$ cat src/timer2_map.svh
// Overview of operation
// The count is one 16-bit value made of a high byte and a low byte.
// The timer-or-counter select bit picks clock ticks or falling edges on the count input.
// With run set, a serial clock select gives baud mode, else capture, reload or clock-out.
// The auto-reload mode counts up, or down when down counting is enabled and the trigger is low.
// The overflow flag is set by every overflow outside baud mode and only software clears it.
// The overflow flag is not set while either serial clock select bit is 1.
// A falling trigger edge that captures or reloads sets the external flag when enabled.
// With the timer interrupt unmasked, a set external flag raises the interrupt.
// Software clears the external flag; servicing the interrupt does not.
// With down counting enabled, the external flag raises no interrupt.
// In capture mode an enabled falling trigger edge copies the count into the capture pair; the code skips it while down counting is enabled.
// An up-count overflow from 0xffff in reload mode loads the count from the reload pair.
// A set serial clock select sends overflows to that serial clock, else the other timer's.
`ifndef TIMER2_MAP_SVH
`define TIMER2_MAP_SVH
`define CTRL_ADDR 8'h00
`define MODE_ADDR 8'h04
`define COUNT_LO_ADDR 8'h08
`define COUNT_HI_ADDR 8'h0c
`define CAP_LO_ADDR 8'h10
`define CAP_HI_ADDR 8'h14
`define IRQ_STATUS_ADDR 8'h18
`define IRQ_MASK_ADDR 8'h1c
`define CTRL_RESET 8'h00
`define BIT_OVF 7
`define BIT_EXT 6
`define BIT_RX_SEL 5
`define BIT_TX_SEL 4
`define BIT_EXT_EN 3
`define BIT_RUN 2
`define BIT_CNT_SEL 1
`define BIT_CAP_SEL 0
`define BIT_CLK_OE 1
`define BIT_DOWN_EN 0
`define COUNT_MAX 16'hffff
`endif

$ cat src/timer2_pkg.sv
package timer2_pkg;
    typedef enum logic [2:0] {
        MODE_OFF, MODE_RELOAD, MODE_CAPTURE, MODE_BAUD, MODE_CLKOUT
    } timer_mode_t;
    typedef struct packed {
        logic [7:0] ctrl;
        logic [1:0] mode;
        logic [15:0] count;
        logic [15:0] cap;
        logic [1:0] irq_status;
        logic [1:0] irq_mask;
        logic [2:0] cnt_sync;
        logic [2:0] trg_sync;
        logic [31:0] prdata;
        logic pready;
        logic pslverr;
        logic irq;
        logic rx_clk;
        logic tx_clk;
        logic clk_out;
    } timer_state_t;
endpackage

$ cat src/timer2_capture_reload_core.sv
// Local design decisions: the register offsets and the APB register port.
`timescale 1ns/10ps
`default_nettype none
`include "timer2_map.svh"
module timer2_capture_reload_core import timer2_pkg::*; (
    // APB
    input wire logic pclk,
    input wire logic presetn,
    input wire logic psel,
    input wire logic penable,
    input wire logic pwrite,
    input wire logic [7:0] paddr,
    input wire logic [31:0] pwdata,
    output logic [31:0] prdata,
    output logic pready,
    output logic pslverr,
    // Interrupt
    output logic irq,
    // Pins
    input wire logic count_pin,
    input wire logic trigger_pin,
    output logic clock_out_pin,
    // Serial port clocking
    input wire logic other_timer_overflow,
    output logic serial_rx_clock,
    output logic serial_tx_clock
);
    timer_state_t s;
    timer_state_t next_s;
    timer_mode_t mode;
    logic tick;
    logic trg_fall;
    logic down;
    logic ovf;
    logic ext_hit;
    logic acc;
    logic wr;

    // mode decode
    always_comb begin
        if (!s.ctrl[`BIT_RUN]) begin
            mode = MODE_OFF;
        end else if (s.ctrl[`BIT_RX_SEL] || s.ctrl[`BIT_TX_SEL]) begin
            mode = MODE_BAUD;
        end else if (s.ctrl[`BIT_CAP_SEL]) begin
            mode = MODE_CAPTURE;
        end else if (s.mode[`BIT_CLK_OE]) begin
            mode = MODE_CLKOUT;
        end else begin
            mode = MODE_RELOAD;
        end
    end

    // tick source: clock or falling count edge
    assign tick = s.ctrl[`BIT_CNT_SEL] ? (s.cnt_sync[2] & ~s.cnt_sync[1]) : 1'b1;
    assign trg_fall = s.trg_sync[2] & ~s.trg_sync[1];
    // direction from trigger level
    assign down = (mode == MODE_RELOAD) && s.mode[`BIT_DOWN_EN] && !s.trg_sync[1];
    // trigger acts only when enabled and in a mode that uses it
    assign ext_hit = trg_fall && s.ctrl[`BIT_EXT_EN] && !s.mode[`BIT_DOWN_EN]
        && (mode == MODE_CAPTURE || mode == MODE_RELOAD);
    assign acc = psel && penable && s.pready;
    assign wr = acc && pwrite;

    always_comb begin
        next_s = s;
        ovf = 1'b0;
        next_s.pready = 1'b0;
        next_s.pslverr = 1'b0;
        next_s.cnt_sync = {s.cnt_sync[1:0], count_pin};
        next_s.trg_sync = {s.trg_sync[1:0], trigger_pin};
        // counting
        if (mode != MODE_OFF && tick) begin
            if (down) begin
                if (s.count == s.cap) begin
                    next_s.count = `COUNT_MAX;
                    ovf = 1'b1;
                end else begin
                    next_s.count = s.count - 16'h0001;
                end
            end else if (s.count == `COUNT_MAX) begin
                ovf = 1'b1;
                next_s.count = (mode == MODE_CAPTURE) ? 16'h0000 : s.cap;
            end else begin
                next_s.count = s.count + 16'h0001;
            end
        end
        // capture on trigger edge
        if (ext_hit && mode == MODE_CAPTURE) begin
            next_s.cap = s.count;
        end
        // Trigger reload overrides the count step
        if (ext_hit && mode == MODE_RELOAD) begin
            next_s.count = s.cap;
        end
        if (mode == MODE_CLKOUT && ovf) begin
            next_s.clk_out = ~s.clk_out;
        end
        // Register writes take effect at the access edge
        if (wr) begin
            case (paddr)
                `CTRL_ADDR: next_s.ctrl = pwdata[7:0];
                `MODE_ADDR: next_s.mode = pwdata[1:0];
                `COUNT_LO_ADDR: next_s.count[7:0] = pwdata[7:0];
                `COUNT_HI_ADDR: next_s.count[15:8] = pwdata[7:0];
                `CAP_LO_ADDR: next_s.cap[7:0] = pwdata[7:0];
                `CAP_HI_ADDR: next_s.cap[15:8] = pwdata[7:0];
                `IRQ_MASK_ADDR: next_s.irq_mask = pwdata[1:0];
                default: next_s.irq_mask = next_s.irq_mask;
            endcase
        end
        if (acc && !pwrite && paddr == `IRQ_STATUS_ADDR) begin
            next_s.irq_status = 2'b00;
        end
        // overflow flag, set wins over a software clear
        if (ovf && !s.ctrl[`BIT_RX_SEL] && !s.ctrl[`BIT_TX_SEL]) begin
            next_s.ctrl[`BIT_OVF] = 1'b1;
            next_s.irq_status[0] = 1'b1;
        end
        // external flag toggles as a 17th bit when counting both ways
        if (ovf && mode == MODE_RELOAD && s.mode[`BIT_DOWN_EN]) begin
            next_s.ctrl[`BIT_EXT] = ~s.ctrl[`BIT_EXT];
        end
        // external flag and its interrupt event
        if (ext_hit) begin
            next_s.ctrl[`BIT_EXT] = 1'b1;
            next_s.irq_status[1] = 1'b1;
        end
        next_s.irq = |(next_s.irq_status & next_s.irq_mask);
        // serial clock routing
        next_s.rx_clk = s.ctrl[`BIT_RX_SEL] ? (ovf && mode == MODE_BAUD) : other_timer_overflow;
        next_s.tx_clk = s.ctrl[`BIT_TX_SEL] ? (ovf && mode == MODE_BAUD) : other_timer_overflow;
        // Answer one cycle after setup; outputs stay registered
        if (psel && !penable) begin
            next_s.pready = 1'b1;
            next_s.pslverr = (paddr[7:5] != 3'h0) || (paddr[1:0] != 2'h0);
            case (paddr)
                `CTRL_ADDR: next_s.prdata = {24'h000000, s.ctrl};
                `MODE_ADDR: next_s.prdata = {30'h00000000, s.mode};
                `COUNT_LO_ADDR: next_s.prdata = {24'h000000, s.count[7:0]};
                `COUNT_HI_ADDR: next_s.prdata = {24'h000000, s.count[15:8]};
                `CAP_LO_ADDR: next_s.prdata = {24'h000000, s.cap[7:0]};
                `CAP_HI_ADDR: next_s.prdata = {24'h000000, s.cap[15:8]};
                `IRQ_STATUS_ADDR: next_s.prdata = {30'h00000000, s.irq_status};
                `IRQ_MASK_ADDR: next_s.prdata = {30'h00000000, s.irq_mask};
                default: next_s.prdata = 32'h00000000;
            endcase
        end
    end

    always_ff @(posedge pclk or negedge presetn) begin
        if (!presetn) begin
            s <= '0;
        end else begin
            s <= next_s;
        end
    end

    assign prdata = s.prdata;
    assign pready = s.pready;
    assign pslverr = s.pslverr;
    assign irq = s.irq;
    assign clock_out_pin = s.clk_out;
    assign serial_rx_clock = s.rx_clk;
    assign serial_tx_clock = s.tx_clk;

    // up-count wrap reloads
    reload_wrap_a: assert property (@(posedge pclk) disable iff (!presetn)
        (mode == MODE_RELOAD && !down && tick && s.count == 16'hffff && !ext_hit && !wr)
        |=> s.count == $past(s.cap))
        else $error("reload did not load the reload pair");
    // single 16-bit count step
    count_step_a: assert property (@(posedge pclk) disable iff (!presetn)
        (mode == MODE_CAPTURE && tick && s.count == 16'h00ff && !wr)
        |=> s.count == 16'h0100)
        else $error("low byte carry lost");
    // run off holds the count
    run_off_a: assert property (@(posedge pclk) disable iff (!presetn)
        (!s.ctrl[`BIT_RUN] && !wr) |=> s.count == $past(s.count))
        else $error("count moved while stopped");
    // counter mode waits for edges
    counter_edge_a: assert property (@(posedge pclk) disable iff (!presetn)
        (s.ctrl[`BIT_CNT_SEL] && !(s.cnt_sync[2] && !s.cnt_sync[1]) && !ext_hit && !wr)
        |=> s.count == $past(s.count))
        else $error("counter moved without an input edge");
    // overflow flag set
    ovf_set_a: assert property (@(posedge pclk) disable iff (!presetn)
        (ovf && mode != MODE_BAUD) |=> s.ctrl[`BIT_OVF] && s.irq_status[0])
        else $error("overflow flag not set");
    // baud keeps flag clear
    baud_noflag_a: assert property (@(posedge pclk) disable iff (!presetn)
        (mode == MODE_BAUD && !s.ctrl[`BIT_OVF] && !wr) |=> !s.ctrl[`BIT_OVF])
        else $error("overflow flag set in baud mode");
    // external flag set
    ext_set_a: assert property (@(posedge pclk) disable iff (!presetn)
        ext_hit |=> s.ctrl[`BIT_EXT] && s.irq_status[1])
        else $error("external flag not set");
    // capture copies count
    capture_copy_a: assert property (@(posedge pclk) disable iff (!presetn)
        (ext_hit && mode == MODE_CAPTURE && !wr) |=> s.cap == $past(s.count))
        else $error("capture pair not loaded");
    // interrupt follows mask
    irq_raise_a: assert property (@(posedge pclk) disable iff (!presetn)
        (ext_hit && s.irq_mask[1]) |=> irq)
        else $error("interrupt not raised");
    // no event when counting both ways
    down_noirq_a: assert property (@(posedge pclk) disable iff (!presetn)
        (s.mode[`BIT_DOWN_EN] && !s.irq_status[1] && !wr) |=> !s.irq_status[1])
        else $error("external event with down counting on");
    // serial routing
    rx_route_a: assert property (@(posedge pclk) disable iff (!presetn)
        (!s.ctrl[`BIT_RX_SEL]) |=> serial_rx_clock == $past(other_timer_overflow))
        else $error("receive clock not from other timer");
    // capture wrap to zero
    count_wrap_a: assert property (@(posedge pclk) disable iff (!presetn)
        (mode == MODE_CAPTURE && tick && s.count == 16'hffff && !wr) |=> s.count == 16'h0000)
        else $error("capture count did not wrap to zero");
    // timer counts every clock
    timer_step_a: assert property (@(posedge pclk) disable iff (!presetn)
        (mode == MODE_CAPTURE && !s.ctrl[`BIT_CNT_SEL] && s.count != 16'hffff && !wr) |=> s.count == $past(s.count) + 16'h0001)
        else $error("timer missed a clock");
    // clock-out toggles
    clkout_toggle_a: assert property (@(posedge pclk) disable iff (!presetn)
        (mode == MODE_CLKOUT && ovf) |=> clock_out_pin != $past(clock_out_pin))
        else $error("clock out did not toggle");
    // clock-out idle elsewhere
    clkout_hold_a: assert property (@(posedge pclk) disable iff (!presetn)
        (mode != MODE_CLKOUT) |=> clock_out_pin == $past(clock_out_pin))
        else $error("clock out moved outside its mode");
    // down count step
    down_step_a: assert property (@(posedge pclk) disable iff (!presetn)
        (down && tick && s.count != s.cap && !wr) |=> s.count == $past(s.count) - 16'h0001)
        else $error("down count step wrong");
    // underflow loads all ones
    down_wrap_a: assert property (@(posedge pclk) disable iff (!presetn)
        (down && tick && s.count == s.cap && !wr) |=> s.count == 16'hffff)
        else $error("underflow did not load all ones");
    // external flag toggles
    ext_toggle_a: assert property (@(posedge pclk) disable iff (!presetn)
        (down && tick && s.count == s.cap && !wr) |=> s.ctrl[`BIT_EXT] != $past(s.ctrl[`BIT_EXT]))
        else $error("external flag did not toggle on underflow");
    // overflow flag sticky
    ovf_sticky_a: assert property (@(posedge pclk) disable iff (!presetn)
        (s.ctrl[`BIT_OVF] && !wr) |=> s.ctrl[`BIT_OVF])
        else $error("overflow flag cleared by hardware");
    // status bit sticky
    status_sticky_a: assert property (@(posedge pclk) disable iff (!presetn)
        (s.irq_status[0] && !(acc && !pwrite && paddr == `IRQ_STATUS_ADDR)) |=> s.irq_status[0])
        else $error("overflow status lost without a read");
    // baud raises no status
    baud_nostatus_a: assert property (@(posedge pclk) disable iff (!presetn)
        (mode == MODE_BAUD && !s.irq_status[0]) |=> !s.irq_status[0])
        else $error("overflow status set in baud mode");
    // trigger needs enable
    ext_enable_a: assert property (@(posedge pclk) disable iff (!presetn)
        (!s.ctrl[`BIT_EXT_EN] && !s.ctrl[`BIT_EXT] && !wr && !s.mode[`BIT_DOWN_EN]) |=> !s.ctrl[`BIT_EXT])
        else $error("external flag set while trigger disabled");
    // external flag sticky
    ext_sticky_a: assert property (@(posedge pclk) disable iff (!presetn)
        (s.ctrl[`BIT_EXT] && !wr && !s.mode[`BIT_DOWN_EN]) |=> s.ctrl[`BIT_EXT])
        else $error("external flag cleared by hardware");
    // trigger reloads count
    trig_reload_a: assert property (@(posedge pclk) disable iff (!presetn)
        (ext_hit && mode == MODE_RELOAD && !wr) |=> s.count == $past(s.cap))
        else $error("trigger did not reload the count");
    // interrupt level
    irq_level_a: assert property (@(posedge pclk) disable iff (!presetn)
        irq == |(s.irq_status & s.irq_mask))
        else $error("interrupt level does not match status and mask");
    // capture pair holds
    capture_hold_a: assert property (@(posedge pclk) disable iff (!presetn)
        (mode == MODE_CAPTURE && !ext_hit && !wr) |=> s.cap == $past(s.cap))
        else $error("capture pair changed without a trigger");
    // transmit routing
    tx_route_a: assert property (@(posedge pclk) disable iff (!presetn)
        (!s.ctrl[`BIT_TX_SEL]) |=> serial_tx_clock == $past(other_timer_overflow))
        else $error("transmit clock not from other timer");
    // baud pulse to receive
    rx_baud_a: assert property (@(posedge pclk) disable iff (!presetn)
        (s.ctrl[`BIT_RX_SEL] && ovf && mode == MODE_BAUD) |=> serial_rx_clock)
        else $error("receive clock missed an overflow");
    // receive quiet between
    rx_quiet_a: assert property (@(posedge pclk) disable iff (!presetn)
        (s.ctrl[`BIT_RX_SEL] && !ovf) |=> !serial_rx_clock)
        else $error("receive clock pulsed without overflow");
    // Bus answers after setup
    setup_answer_a: assert property (@(posedge pclk) disable iff (!presetn)
        (psel && !penable) |=> pready)
        else $error("no answer after setup");
    // Bus error on unmapped space
    bus_error_a: assert property (@(posedge pclk) disable iff (!presetn)
        (psel && !penable && paddr[7:5] != 3'h0) |=> pslverr)
        else $error("unmapped access without error");

    capture_c: cover property (@(posedge pclk) disable iff (!presetn)
        ext_hit && mode == MODE_CAPTURE);
    down_wrap_c: cover property (@(posedge pclk) disable iff (!presetn) ovf && down);
    baud_c: cover property (@(posedge pclk) disable iff (!presetn) serial_tx_clock && s.ctrl[`BIT_TX_SEL]);
    clkout_c: cover property (@(posedge pclk) disable iff (!presetn) clock_out_pin);
    trig_reload_c: cover property (@(posedge pclk) disable iff (!presetn)
        ext_hit && mode == MODE_RELOAD);
endmodule
`default_nettype wire

$ cat config.mk
export PLATFORM = sky130hd
export DESIGN_NAME = timer2_capture_reload_core
export DESIGN_NICKNAME = d
export VERILOG_FILES = /design/src/timer2_pkg.sv /design/src/timer2_capture_reload_core.sv
export VERILOG_INCLUDE_DIRS = /design/src
export SDC_FILE = /design/constraint.sdc
export NUM_CORES = 1
export LEC_CHECK = 0
export BUFFER_PORTS_ARGS = -buffer_cell sky130_fd_sc_hd__buf_2
export CELL_PAD_IN_SITES_DETAIL_PLACEMENT = 2
export CELL_PAD_IN_SITES_GLOBAL_PLACEMENT = 2
export CORE_MARGIN = 2
export CORE_UTILIZATION = 36
export CTS_CLUSTER_DIAMETER = 100
export DETAILED_ROUTE_END_ITERATION = 12
export PLACE_DENSITY = 0.92
export SYNTH_ARGS = -nofsm -noshare
export SYNTH_HDL_FRONTEND = slang
export SYNTH_SLANG_ARGS = --single-unit
export TNS_END_PERCENT = 10
$ cat constraint.sdc
create_clock -name pclk -period 4.2 [get_ports pclk]
set_input_delay 0.42 -clock pclk [delete_from_list [all_inputs] [get_ports pclk]]
set_output_delay 0.42 -clock pclk [all_outputs]
set_load 0.02 [all_outputs]
=== After elaboration in Yosys (flattened, before gate mapping) ===
Index checks and enable logic that the tools add are counted.

* Output and inout bits: 38
* Flip-flop bits (word level): 66
* Word-level logic and storage cells: 116

* Equality and inequality tests: 13
* Bitwise gates (word level): 7
* Reductions and logical operators: 42
* $add $sub $neg: 2
* Multiplexer cells: 35

{| class="wikitable"
|+ Operators with widths
! kind !! count
|-
| 16-bit two-way mux || 7
|-
| 8-bit case mux with 8 select lines || 1
|-
| 42-bit two-way mux || 1
|-
| 8-bit two-way mux || 5
|-
| 8-bit by 5-bit == test with 1-bit output, second input constant || 4
|-
| 1-bit logical AND || 20
|-
| 16-bit by 1-bit adder with 16-bit output, second input constant || 1
|-
| 16-bit == test || 1
|-
| 16-bit == test, second input constant || 1
|-
| 8-bit by 4-bit == test with 1-bit output, second input constant || 2
|-
| 16-bit by 1-bit subtractor with 16-bit output, second input constant || 1
|-
| 1-bit two-way mux || 12
|-
| 3-bit two-way mux || 4
|-
| 3-bit nonzero test || 4
|-
| 2-bit two-way mux || 5
|-
| 8-bit by 3-bit == test with 1-bit output, second input constant || 1
|-
| 8-bit zero test || 1
|-
| 2-bit AND reduction || 4
|-
| 3-bit by 2-bit == test with 1-bit output, second input constant || 2
|-
| 1-bit zero test || 6
|-
| 2-bit nonzero test || 3
|-
| 1-bit NOT || 4
|-
| 3-bit by 1-bit == test with 1-bit output, second input constant || 1
|-
| 3-bit == test, second input constant || 1
|-
| other kinds (4) || 7
|}

=== Depth between registers and ports, before layout ===
* Depth in word-level cells: 14
* Mapped depth: 9
* Mapped depth without buffers: 8

=== Worst setup path before layout ===
Ideal clock, no wire load.

* Kind: register to register
* From: register s[64] (netlist name)
* To: register s[76] (netlist name)
* Slack: 2056 ps
* Setup time: 140 ps
* Data arrival time: 2004 ps
* Buffers on the path: 1
* Stages on the path, launching flop included: 10
* Required time: 4060 ps
* Cells stage by stage: dfrtp_1 clkbuf_1 inv_1 ha_1 or4b_1 nor3_1 nand2_1 xnor2_1 o211ai_1 a31oi_1

{| class="wikitable"
|+ RTL lines
! what !! line !! RTL
|-
| start: declaration || timer2_capture_reload_core.sv:28 || <nowiki>timer_state_t s;</nowiki>
|-
| start signal: assignment || timer2_capture_reload_core.sv:155 || <nowiki>s <= next_s;</nowiki>
|}

==> impl_metrics.csv <==
group,metric,value,unit
detailed_routing,drt_drc_violations_left,0,
outcome,status,"finished clean",
floorplanning,core,13100,um2
pwr,fin_total_pwr,1710,uW
worst_hold_path,hold_class,"input pin to asynchronous set/reset pin",
clocking,worstSkewPairLatency,0.35,ns
clocking,cts_sinks,66,
clocking,root_buffer,"clkbuf_16",
timing,tns,0,ns
setup_path,critPathSlowestCell,"nor4_1",
clocking,cts_hold_buf,0,
detailed_routing,drtIter0Drc,442,
yosys,ys.flop_type,"dfrtp_1",
setup_path,crit_arrival,3.31,ns
detailed_routing,routed_wl,20500,um
grt,grt_pass1_wl,31900,um
floorplanning,start_util,36.7,%
timing,finalCritPeriodShare,73.3,%
grt,antenna_found_initial,0,
detailed_routing,first_pass_iters,5,
place,dp_hpwl,14100,um
detailed_routing,wire_per_inst,26.6,um
yosys,synthArstFlopShare,100,%
setup_path,worst-r2r-setup-slack,1.12,ns
setup_path,cp-end-kind,"flip-flop",
setup_path,startpoint_type,"flip-flop",
cells_and_area,area_growth,9.56,%
yosys,synth_top_area_share,34.3,%
grt,grt_start_max_net_pins,39,
timing,rsz0062_at_grt,"no",
grt,overflow,0,
yosys,syn_inst,581,
yosys,synth_edf_count,0,
yosys,ys_seq_elements,66,
timing,setup_viol,0,
pwr,p_leak,0.00219,uW
detailed_routing,ant_nets,0,
timing,fmax,325,MHz
timing,fin_skew,0.00975,ns
place,io_buffers,37,
floorplanning,die_h,120,um
place,gp_congestion,0.920,
floorplanning,core.rowCount,42,
setup_path,cp_top_family,"simple AND/OR/NAND/NOR gates",
floorplanning,pin_count,86,
pwr,peakVddDrop,0.200,mV
pwr,p_per_area,323,nW/um2
clocking,cts_setup_buffers,0,
grt,grt_pass1_vias,5293,
clocking,clk_pin_slew,0.06,ns
cells_and_area,n_antenna_cell,0,
floorplanning,die_area,14300,um2
yosys,netlist_top_cells_area,"dfrtp_1 (34%), a21oi_1 (5.2%), buf_4 (5.0%)",
timing,layout_min_cycle_time,3.08,ns
yosys,syn_area,4820,um2
yosys,avgSynthCellArea,8.29,um2
yosys,synthTopCellsByCount,"dfrtp_1 (66), nor2_1 (59), a21oi_1 (50)",
job,drv_cap,0,
cells_and_area,nNetsFinal,639,
clocking,clockBufferDepth,2,
setup_path,crit_type,"flip-flop to flip-flop",
detailed_routing,viasPerCell,6.33,
clocking,cts_tree,"done",
timing,final_max_slew_viol_count,0,
timing,tightestPinTransition,1.03,ns
setup_path,path_max_fanout,8,
yosys,seq_area_frac_synth,34.3,%
clocking,ctsResizeCount,0,
yosys,synth.distinct_cells,67,
setup_path,cp_num_buf_inv,0,
detailed_routing,vias,4865,
grt,track_usage,29.7,%
floorplanning,die_w,120,um
yosys,yosys.area.top_type,"dfrtp_1",
clocking,numCtsBuffers,9,
clocking,cts-htree-levels,3,
setup_path,crit_chain,"ha_1 > nand4_1 > nor4_1 > nand3_1 > a31oi_1 > o21ai_0 > a221oi_1",
yosys,ys_warn_count,0,
yosys,synth.most_common_cell,"dfrtp_1",
timing,maxSlewHeadroom,30.8,%
timing,hold_viol,0,
setup_path,slowest_delay,0.86,ns
cells_and_area,drive_above_1_share,14.0,%
setup_path,required,4.42,ns
==> cell type report <==
type                    count  area (um2)
repair buffers             44         238
inverters                   8        30.0
clock buffers              10         239
clock inverters             5        78.8
well taps                 176         220
fillers                  1525        7860
multi-input cells         460        2820
flip-flops and latches     66        1650
==> logic make-up (layout without fill, tap and decap cells) <==
kind of cell | count (synthesis) | count (layout) | share of synthesized area, %
flops | 66 | 66 | 34.3
simple gates | 219 | 219 | 23.8
mux | 32 | 32 | 6.94
xor+xnor | 34 | 34 | 6.18
other cells | 1 | 24 | 0.0778
compound gates | 149 | 149 | 19.3
fa+ha+maj | 2 | 2 | 0.519
buf+inv | 78 | 67 | 8.96
==> power breakdown <==
group	switching [uW]	total [uW]	internal, uW	leakage [uW]
logic	128	186	57.4	0.00128
registers	42.9	693	650	0.000752
clock network	296	827	531	0.000158
==> registers in the layout, summed over array words and instances (netlist names) <==
name / cells
serial_tx_clock: 1
pslverr: 1
s: 48
clock_out_pin: 1
prdata: 8
pready: 1
serial_rx_clock: 1
irq: 1
next_s: 4
==> metal layers <==
metal  share of wire, %  GRT usage, %  vias to the layer above  wire length, um
met1                 40          37.2                     2478             8210
met2                 49          49.7                      254            10100
met3                7.6          6.84                       68             1550
li1                   -             -                     2065                -
met4                3.2          11.6                        0              653
met5                  0             0                        -                0
==> worst paths after layout <==
kind,from,to,cells past startpoint
setup / recovery,s[64],s[72],7
hold / removal,presetn,s[73],1
setup reg to reg,s[64],s[72],7
hold reg to reg,next_s[42],next_s[43],0
max in group asynchronous,presetn,s[51],2
min in group pclk,trigger_pin,next_s[39],1
==> through the flow <==
| stage | std cells | hold slack (ns) | worst slack [ns] | utilization [%] | instance area (um2) |
|---|---|---|---|---|---|
| after floorplan | 604 | 0.124 | 2.06 | - | 4900 |
| after global placement | 754 | 0.333 | 1.51 | 37.8 | 4960 |
| after detailed placement | 754 | 0.336 | 1.37 | 37.8 | 4960 |
| after CTS | 769 | 0.173 | 1.27 | 40.2 | 5280 |
| after global routing | 769 | 0.172 | 0.951 | 40.2 | 5280 |
| final | 769 | 0.152 | 1.12 | 40.2 | 5280 |
==> worst reg2reg max path, stage by stage (launching register included) <==
cell	delay, ns
dfrtp_1	0.57
ha_1	0.36
nand4_1	0.27
nor4_1	0.86
nand3_1	0.21
a31oi_1	0.21
o21ai_0	0.14
a221oi_1	0.34
==> cell usage in the layout, fill, tap and decap left out, types with 9 or more instances in the layout <==
cell,n
xor2_1,25
clkbuf_16,9
o21ai_0,37
conb_1,24
nand3_1,20
buf_2,37
mux2_2,11
and3_1,10
xnor2_1,9
nor3_1,19
nor2_1,59
nor4_1,12
dfrtp_1,66
a21oi_1,50
mux2i_1,21
nand2_1,49
(Power assumes the default switching activity.)
